**config.mk**
```make
export PLATFORM = sky130hd
export DESIGN_NAME = cfg_access
export DESIGN_NICKNAME = d
export VERILOG_FILES = /design/src/hdl/cfg_access.v
export VERILOG_INCLUDE_DIRS = /design/src /design/src/hdl
export SDC_FILE = /design/constraint.sdc
export NUM_CORES = 2
export LEC_CHECK = 0
export BUFFER_PORTS_ARGS = -buffer_cell sky130_fd_sc_hd__buf_4
export CAP_MARGIN = 15
export CORE_ASPECT_RATIO = 1.4
export CORE_MARGIN = 3
export CORE_UTILIZATION = 60
export CTS_CLUSTER_SIZE = 10
export DETAILED_ROUTE_END_ITERATION = 8
export PLACE_DENSITY = 0.78
export SYNTH_ARGS = -nofsm -noshare
export SYNTH_HDL_FRONTEND = slang
export SYNTH_SLANG_ARGS = --single-unit
```
**constraint.sdc**
```tcl
create_clock -name ref_clk_i -period 4.7 [get_ports ref_clk_i]
set_input_delay 0.705 -clock ref_clk_i [delete_from_list [all_inputs] [get_ports ref_clk_i]]
set_output_delay 0.705 -clock ref_clk_i [all_outputs]
set_load 0.1 [all_outputs]
```
**src/hdl/cfg_access_consts.vh**
```
// Function
// - Write: token 192, id, register, data, token 1
// - Write reply: tokens 3,1 success; 4,1 failure
// - Read: token 193, id, register, token 1
// - Tile/node read reply: 3, data word, 1
// - Replies go to carried 24-bit channel-end
// - Write id low byte all ones: no reply
// - Multi-byte fields travel most significant first
// - Peripheral read reply: 3, data, 1
// - Status resource id is register<<8 OR 0x0B
// - Status read/write moves one full word
`ifndef CFG_ACCESS_CONSTS_VH
`define CFG_ACCESS_CONSTS_VH

// Control token values
`define TOK_WRITE 8'hC0
`define TOK_READ 8'hC1
`define TOK_END 8'h01
`define TOK_ACK 8'h03
`define TOK_NACK 8'h04

// Reply suppression marker in id low byte
`define ID_NOREPLY 8'hFF

// Bank selection codes
`define BANK_TILE 2'h0
`define BANK_NODE 2'h1
`define BANK_PERIPH 2'h2

// Registers implemented per bank and status registers
`define BANK_REGS 16'h0010
`define BANK_IDX_W 4
`define CFG_WORDS 48
`define PS_REGS 24'h00_0010

// Status resource type in low byte
`define PS_RES_TYPE 8'h0B

// Field byte counts, minus one
`define ID_LAST 2'h2
`define REG_LAST 2'h1
`define DATA_LAST 2'h3

`endif

```
**src/hdl/cfg_access.v**
```verilog
`timescale 1ns/1ps
`include "cfg_access_consts.vh"

module cfg_access (
    input wire ref_clk_i, // 100 MHz tile clock
    input wire reset_n_i, // Async reset, active low
    input wire [1:0] bank_i, // Bank of incoming message, from its destination
    input wire rx_valid_i, // Incoming token present
    input wire rx_ctrl_i, // Incoming token is a control token
    input wire [7:0] rx_data_i, // Incoming token value
    output reg rx_ready_o, // Handler accepts a token
    output reg tx_valid_o, // Outgoing token present
    output reg tx_ctrl_o, // Outgoing token is a control token
    output reg [7:0] tx_data_o, // Outgoing token value
    output reg [23:0] tx_dest_o, // Reply channel-end of outgoing token
    input wire tx_ready_i, // Interconnect takes outgoing token
    input wire ps_req_i, // Status access request pulse
    input wire ps_write_i, // Status access is a write
    input wire [31:0] ps_res_id_i, // Status resource identifier
    input wire [31:0] ps_wdata_i, // Status write word
    output reg ps_ack_o, // Status access done pulse
    output reg ps_err_o, // Status access refused
    output reg [31:0] ps_rdata_o // Status read word
);

    localparam S_IDLE = 3'd0;
    localparam S_ID = 3'd1;
    localparam S_REG = 3'd2;
    localparam S_DATA = 3'd3;
    localparam S_END = 3'd4;
    localparam S_RESP = 3'd5;

    reg [2:0] state_reg;
    reg [1:0] cnt_reg;
    reg [1:0] bank_reg;
    reg wr_reg;
    reg err_reg;
    reg [23:0] id_reg;
    reg [15:0] regnum_reg;
    reg [31:0] data_reg;
    reg ok_reg;
    reg [2:0] idx_reg;
    reg [31:0] cfg_mem [0:`CFG_WORDS-1];
    reg [31:0] ps_mem [0:15];
    integer i;
    integer j;

    wire take = rx_valid_i & rx_ready_o;
    wire send = ~tx_valid_o | tx_ready_i;

    // Byte shift, most significant byte arrives first
    function [31:0] shift_in;
        input [31:0] old;
        input [7:0] b;
        begin
            shift_in = {old[23:0], b};
        end
    endfunction

    // Register exists in an implemented bank
    function reg_ok;
        input [1:0] bank;
        input [15:0] num;
        begin
            reg_ok = (bank != 2'h3) && (num < `BANK_REGS);
        end
    endfunction

    // Word index into the configuration store
    function [5:0] cfg_index;
        input [1:0] bank;
        input [15:0] num;
        begin
            cfg_index = {bank, num[`BANK_IDX_W-1:0]};
        end
    endfunction

    // Field values with the next byte shifted in, cut to field width
    wire [31:0] id_shift = shift_in({8'h00, id_reg}, rx_data_i);
    wire [31:0] reg_shift = shift_in({16'h0000, regnum_reg}, rx_data_i);

    // Completion decisions for the current message
    wire fin_ok = ~err_reg && reg_ok(bank_reg, regnum_reg);
    wire quiet = wr_reg && (id_reg[7:0] == `ID_NOREPLY);
    wire [5:0] widx = cfg_index(bank_reg, regnum_reg);

    // Message parser and reply sequencer
    always @(posedge ref_clk_i or negedge reset_n_i) begin
        if (!reset_n_i) begin
            state_reg <= S_IDLE;
            cnt_reg <= 2'h0;
            bank_reg <= 2'h0;
            wr_reg <= 1'b0;
            err_reg <= 1'b0;
            id_reg <= 24'h00_0000;
            regnum_reg <= 16'h0000;
            data_reg <= 32'h0000_0000;
            ok_reg <= 1'b0;
            idx_reg <= 3'd0;
            rx_ready_o <= 1'b0;
            tx_valid_o <= 1'b0;
            tx_ctrl_o <= 1'b0;
            tx_data_o <= 8'h00;
            tx_dest_o <= 24'h00_0000;
            for (i = 0; i < `CFG_WORDS; i = i + 1)
                cfg_mem[i] <= 32'h0000_0000;
        end else begin
            rx_ready_o <= (state_reg != S_RESP);
            if (send)
                tx_valid_o <= 1'b0;
            case (state_reg)
                S_IDLE: begin
                    if (take && rx_ctrl_i) begin
                        wr_reg <= (rx_data_i == `TOK_WRITE);
                        err_reg <= (rx_data_i != `TOK_WRITE) && (rx_data_i != `TOK_READ);
                        bank_reg <= bank_i;
                        cnt_reg <= 2'h0;
                        id_reg <= 24'h00_0000;
                        regnum_reg <= 16'h0000;
                        state_reg <= S_ID;
                    end
                end
                S_ID, S_REG, S_DATA: begin
                    if (take && rx_ctrl_i) begin
                        // Early control token: malformed message
                        err_reg <= 1'b1;
                        if (rx_data_i == `TOK_END) begin
                            ok_reg <= 1'b0;
                            idx_reg <= 3'd0;
                            rx_ready_o <= 1'b0;
                            state_reg <= quiet ? S_IDLE : S_RESP;
                        end
                    end else if (take) begin
                        cnt_reg <= cnt_reg + 2'h1;
                        if (state_reg == S_ID) begin
                            id_reg <= id_shift[23:0];
                            if (cnt_reg == `ID_LAST) begin
                                cnt_reg <= 2'h0;
                                state_reg <= S_REG;
                            end
                        end else if (state_reg == S_REG) begin
                            regnum_reg <= reg_shift[15:0];
                            if (cnt_reg == `REG_LAST) begin
                                cnt_reg <= 2'h0;
                                state_reg <= wr_reg ? S_DATA : S_END;
                            end
                        end else begin
                            data_reg <= shift_in(data_reg, rx_data_i);
                            if (cnt_reg == `DATA_LAST)
                                state_reg <= S_END;
                        end
                    end
                end
                S_END: begin
                    if (take && !rx_ctrl_i) begin
                        err_reg <= 1'b1;
                    end else if (take && rx_data_i != `TOK_END) begin
                        err_reg <= 1'b1;
                    end else if (take) begin
                        // Complete message: perform access
                        ok_reg <= fin_ok;
                        if (fin_ok && wr_reg)
                            cfg_mem[widx] <= data_reg;
                        if (fin_ok && !wr_reg)
                            data_reg <= cfg_mem[widx];
                        idx_reg <= 3'd0;
                        rx_ready_o <= 1'b0;
                        state_reg <= quiet ? S_IDLE : S_RESP;
                    end
                end
                S_RESP: begin
                    rx_ready_o <= 1'b0;
                    if (send) begin
                        tx_valid_o <= 1'b1;
                        tx_dest_o <= id_reg;
                        if (idx_reg == 3'd0) begin
                            tx_ctrl_o <= 1'b1;
                            tx_data_o <= ok_reg ? `TOK_ACK : `TOK_NACK;
                            idx_reg <= (ok_reg && !wr_reg) ? 3'd1 : 3'd5;
                        end else if (idx_reg != 3'd5) begin
                            tx_ctrl_o <= 1'b0;
                            tx_data_o <= data_reg[31:24];
                            data_reg <= {data_reg[23:0], 8'h00};
                            idx_reg <= idx_reg + 3'd1;
                        end else begin
                            tx_ctrl_o <= 1'b1;
                            tx_data_o <= `TOK_END;
                            rx_ready_o <= 1'b1;
                            state_reg <= S_IDLE;
                        end
                    end
                end
                default: begin
                    state_reg <= S_IDLE;
                end
            endcase
        end
    end

    // Processor-status access by resource identifier
    wire ps_hit = (ps_res_id_i[7:0] == `PS_RES_TYPE) && (ps_res_id_i[31:8] < `PS_REGS);

    // Status store with a one-cycle answer
    always @(posedge ref_clk_i or negedge reset_n_i) begin
        if (!reset_n_i) begin
            ps_ack_o <= 1'b0;
            ps_err_o <= 1'b0;
            ps_rdata_o <= 32'h0000_0000;
            for (j = 0; j < 16; j = j + 1)
                ps_mem[j] <= 32'h0000_0000;
        end else begin
            ps_ack_o <= ps_req_i;
            ps_err_o <= ps_req_i && !ps_hit;
            if (ps_req_i && ps_hit && ps_write_i)
                ps_mem[ps_res_id_i[11:8]] <= ps_wdata_i;
            if (ps_req_i && ps_hit && !ps_write_i)
                ps_rdata_o <= ps_mem[ps_res_id_i[11:8]];
            else if (ps_req_i)
                ps_rdata_o <= 32'h0000_0000;
        end
    end

endmodule

```
Word level (Yosys, flattened, before mapping)
Cells that the tools add are included.
- register bits after elaboration: 2202
- input bits: 81
- memory bits (read-only): 0
- memories: 0
- output and inout port bits: 69
- RAM bits: 0
- bits in latches: 0
- reduce and logical (&&, ||, !) cells: 40
- shifts and indexed selects: 0
- multiplexer cells: 100
- divide/modulo/power cells: 0
- bitwise logic cells: 8
- add/subtract/negate cells: 2
- equality and inequality tests: 42
- multiply operators: 0
- $lt $le $gt $ge: 6
- operators with widths (operator ; count):
    1536-bit bitwise mux ; 1
    32-bit 2-to-1 mux ; 19
    512-bit bitwise mux ; 1
    32-bit binary-select mux with 6-bit select ; 1
    32-bit demux with 6-bit select ; 1
    32-bit binary-select mux with 4-bit select ; 1
    32-bit demux with 4-bit select ; 1
    24-bit 2-to-1 mux ; 4
    32-bit one-hot mux with 3 select lines ; 1
    3-bit 2-to-1 mux ; 27
    16-bit 2-to-1 mux ; 5
    24-bit one-hot mux with 2 select lines ; 1
    2-bit != test, second input constant ; 18
    16-bit one-hot mux with 2 select lines ; 1
    24-bit by 5-bit less-than comparator with 1-bit output, second input constant ; 1
    12-bit AND reduction ; 2
    1-bit 2-to-1 mux ; 21
    3-bit != test, second input constant ; 6
    1-bit logical AND ; 17
    8-bit equality test, second input constant ; 2
    16-bit by 5-bit less-than comparator with 1-bit output, second input constant ; 1
    8-bit 2-to-1 mux ; 2
    8-bit != test, second input constant ; 2
    2-bit 2-to-1 mux ; 7
    36 further kinds ; 55

Longest topological paths before layout
- word-level depth: 9
- gate-level depth with buffers: 12

Least setup slack after synthesis
OpenSTA, ideal clock, no wires.
- kind: flip-flop to flip-flop
- start: register rx_ready_o
- end: register cfg_mem[1153] (netlist bit)
- setup slack: 2.026 ns
- buffers on the path: 2
- data required time: 4.575 ns
- arrival time: 2.549 ns
- stages on the path, launching flop included: 8
- cell sequence: dfrtp_1 > and3_1 > buf_2 > and3_4 > nand2_2 > nor2_1 > buf_2 > mux2_2
- cells in the longest elaborated chain, start to end: 4
- ends and longest elaborated chain (what ; line ; source):
    start: declaration ; cfg_access.v:11 ; output reg rx_ready_o,
    start signal: assignment ; cfg_access.v:108 ; rx_ready_o <= (state_reg != S_RESP);
    1-bit bitwise AND * ; cfg_access.v:48 ; wire take = rx_valid_i & rx_ready_o;
    1-bit logical AND (on tied branches) ; n/a ;
    1-bit inverter (no source line) ; n/a ;
    5-bit AND reduction (no source line) * ; n/a ;
    end signal: indexed assignment ; cfg_access.v:163 ; cfg_mem[widx] <= data_reg;
    end: declaration ; cfg_access.v:43 ; reg [31:0] cfg_mem [0:`CFG_WORDS-1];
Every way passes the cells marked *; elsewhere a longest branch is shown, timed or not.
A chain may end at the register's enable or synchronous reset.

Final worst setup path
- start: register state_reg[0]
- end: register data_reg[31]
- cells in the longest elaborated chain, start to end: 4
- ends and longest elaborated chain (what ; line ; source):
    start: declaration ; cfg_access.v:33 ; reg [2:0] state_reg;
    start signal: assignment ; cfg_access.v:131 ; state_reg <= quiet ? S_IDLE : S_RESP;
    start signal: assignment ; cfg_access.v:145 ; state_reg <= wr_reg ? S_DATA : S_END;
    start signal: assignment ; cfg_access.v:168 ; state_reg <= quiet ? S_IDLE : S_RESP;
    3-bit by 1-bit equality test with 1-bit output (tied with other cells) ; cfg_access.v:111, cfg_access.v:135 ;
    3-bit OR reduction ; cfg_access.v:111 ; case (state_reg)
    2-bit != test (no source line) or 3-bit nonzero test (tied branches) ; n/a ;
    12-bit AND reduction (no source line) ; n/a ;
    end signal: assignment ; cfg_access.v:148 ; data_reg <= shift_in(data_reg, rx_data_i);
    end signal: assignment ; cfg_access.v:165 ; data_reg <= cfg_mem[widx];
    end signal: assignment ; cfg_access.v:183 ; data_reg <= {data_reg[23:0], 8'h00};
    end: declaration ; cfg_access.v:40 ; reg [31:0] data_reg;
Several ways; a longest one is shown, not always the timed one.

==> results.md <==
* Status: completed
* Nets@finish at 7274
* HP Class: primary input to flop
* Mapped Nets at 7300
* Hold Startpoint: bank_i[1]
* DRC at 0
* Busiest layer in global routing: met2
* Largest register FFs at 1536
* Setup Crit Path Kind: flop to flop
* GRT Resource Usage Total at 34.9%
* Cell Area, Placed at 104000 µm²
* RSZ-0062 raised after global routing: false
* Final instance area at between 100000 and 150000 µm²
* GR Layer Usage met2 at 55.4%
* I/O pin total at 150
* Synth Cell Area at 99900 µm²
* Met1 GRT Util at between 40% and 50%
* Clock Pin Slew Worst Setup and Hold Paths at 0.06 ns
* Worst R2R Start: state_reg[0]
* Vias in the first global route at 68600
* Async SR Flop Fraction at 100%
* Layout cell share with drive strength beyond 1 at 42.6%
* Largest net degree at the start of global routing at 175
* Crit path time final at 3.84 ns
* Avg Vias per Cell at 6.98
* DRT iter0 DRCs at 6662
* CTS HTree Levels at 4
* Max-slew violations at 0
* Total grt overflow at 0
* CP Max Fanout at 22
* Highest Clock Rate at 260 MHz
* CP required at 5.48 ns
* Setup violations, final at 0
* Seq/Total Area, Yosys at 55.1%
* CTS buffer count at 239
* Non-filler cells, final at 9360
* Fin util at 66.8%
* Post-Synthesis Cells at between 7000 and 8000
* Initial Utilization at about three fifths
* Antenna-violating nets left at 0
* PwrDens at around 450 nW/µm²
* Die X at 351 µm
* Max-cap viol count at 0
* Area grow syn2layout at 10.2%
* Die footprint at 172000 µm²
* TritonCTS sink count at 2202
* CP Launch Type: flop
* Crit path capture type: flop
* CTS tree: built
* Synth cell types at slightly below 80
* CTS root buffer: clkbuf_16
* Crit path launch: state_reg[0]
* RePlAce Congestion at between 0.9 and 1
* Final Cycle Share at 81.7%
* Fin. Hold Viols at 0
* Leakage power at 0.0529 µW
* Largest Register: cfg_mem
* WL/cell at 31.7 µm
* Hold Slack at ~0.056 ns
* Post-synth EDFFs at 0
* Final Skew at about 0.05 ns
* DP Cell Count at 9081
* First-pass GRT wire length at 445000 µm
* Initial antenna violation count at 8
* Top FF cell, synth: dfrtp_1
* Total Negative Setup Slacks at 0 ns
* DP HPWL at 180000 µm
* Met3 Track Usage GR at 7.95%
* Drt pass-1 iters at 7
* # Post-CTS Setup Buffers at 0
* Rows at 176
* CP arrival at 4.62 ns
* Later-pin clock latency in the skew report at 0.90 ns
* Via count at 65400
* DRT Wirelength at 297000 µm
* Relative slew slack at 20.8%
* Die Height at 489 µm
* Worst Tran Pin Value at 1.18 ns
* CTS Buffer Depth at 3
* Synthesized flop and latch total at roughly 2200
* IO Port Bufs at 149
* Warnings, synthesis at 0
* Synthesized area per cell at 13.8 µm²
* Core Region at 165000 µm²
* Largest registers: cfg_mem x1536, ps_mem x512
* Peak VDD IR at 0.000477 V
==> cell families after synthesis <==
kind of cell	after synthesis	synth area share, %
adder cells (fa/ha/maj)	3	0.0376
flip-flops	2202	55.1
multiplexers	2635	31.8
AO/OA/AOI/OAI	966	6.53
buffers and inverters	794	3.60
AND/OR/NAND/NOR	614	2.82
XOR/XNOR	2	0.0175
==> cell usage after synthesis, types with 21 or more instances <==
master / instances / area [µm²]
a211oi_1: 22 / 165
mux2_1: 75 / 845
a221o_1: 21 / 210
clkbuf_1: 360 / 1350
buf_2: 260 / 1300
buf_4: 44 / 330
mux4_2: 216 / 4860
a22oi_1: 88 / 661
buf_1: 25 / 93.8
nor2_1: 161 / 604
a21oi_1: 124 / 621
nand2_1: 245 / 920
o21ai_0: 241 / 1210
o22ai_1: 163 / 1020
nand3_1: 62 / 310
a221oi_1: 156 / 1370
a22o_1: 63 / 552
mux2_4: 21 / 315
inv_1: 85 / 319
dfrtp_1: 2202 / 55100
mux2i_1: 289 / 2890
mux2_2: 2034 / 22900
==> layout make-up <==
cell class | instances | area [µm²]
repair buffers | 439 | 3870
fillers | 11300 | 54800
clock buffers | 253 | 6080
clock inverters | 16 | 368
flip-flops and latches | 2202 | 55100
inverters | 88 | 334
diodes | 6 | 15.0
well taps | 2136 | 2670
multi-input cells | 4220 | 41700
==> worst max-delay path: stages (launching register included) <==
cell and delay (ns):
dfrtp_1 0.80, or2_2 0.35, mux2i_1 0.12, a211oi_2 0.29, nand2_1 0.22, nor2_2 0.93
o21ai_0 0.67, o21ai_0 0.33
==> per-layer routing <==
metal / vias to the layer above / part of all wire, %
met4: 8 / 8.2
met5: - / 0.022
met3: 1260 / 8.7
met1: 34300 / 36
met2: 3517 / 47
li1: 26300 / -
==> through the flow <==
stage               total power [µW]  worst slack, ns
global placement               32800             1.02
CTS                            49300             1.03
detailed placement             33000            0.940
floorplan                      27300             2.03
finish                         49700            0.859
global route                   50900            0.767
==> power by group <==
part	switching, µW	internal, µW
clock	7320	9120
combinational	9890	3090
sequential	876	19400
total	18100	31600
==> path summary, 6_finish.rpt <==
kind | to | cells after the start | slack [ns]
worst max-delay path | data_reg[31] | 7 | 0.86
worst min register to register | tx_dest_o[23] | 2 | 0.46
worst max register to register | data_reg[31] | 7 | 0.86
min in group asynchronous | cfg_mem[389] | 2 | 0.43
max in group asynchronous | ps_mem[361] | 3 | 2.71
worst min-delay path | bank_reg[1] | 2 | 0.06
==> timing repair <==
| action | 4_1_cts | 5_1_grt |
|---|---|---|
| hold endpoints to repair | 79 | 0 |
| resized for setup | 0 | 0 |
| hold buffers | 2 | 0 |
==> cell usage in the layout (no fill, tap or decap), types with 21 or more instances in the layout <==
| master | count |
|---|---|
| mux2_4 | 21 |
| mux2i_1 | 289 |
| o22ai_1 | 163 |
| mux4_2 | 216 |
| nor2_1 | 130 |
| o21ai_0 | 241 |
| dfrtp_1 | 2197 |
| clkbuf_16 | 240 |
| a211oi_1 | 22 |
| a22oi_1 | 88 |
| a221o_1 | 21 |
| buf_12 | 42 |
| a221oi_1 | 156 |
| a21oi_1 | 123 |
| inv_1 | 85 |
| a22o_1 | 63 |
| mux2_1 | 75 |
| nor2_4 | 45 |
| buf_4 | 390 |
| nand2_1 | 235 |
| nand3_1 | 56 |
| mux2_2 | 2034 |
No activity file was read; power rests on OpenSTA's default activity.
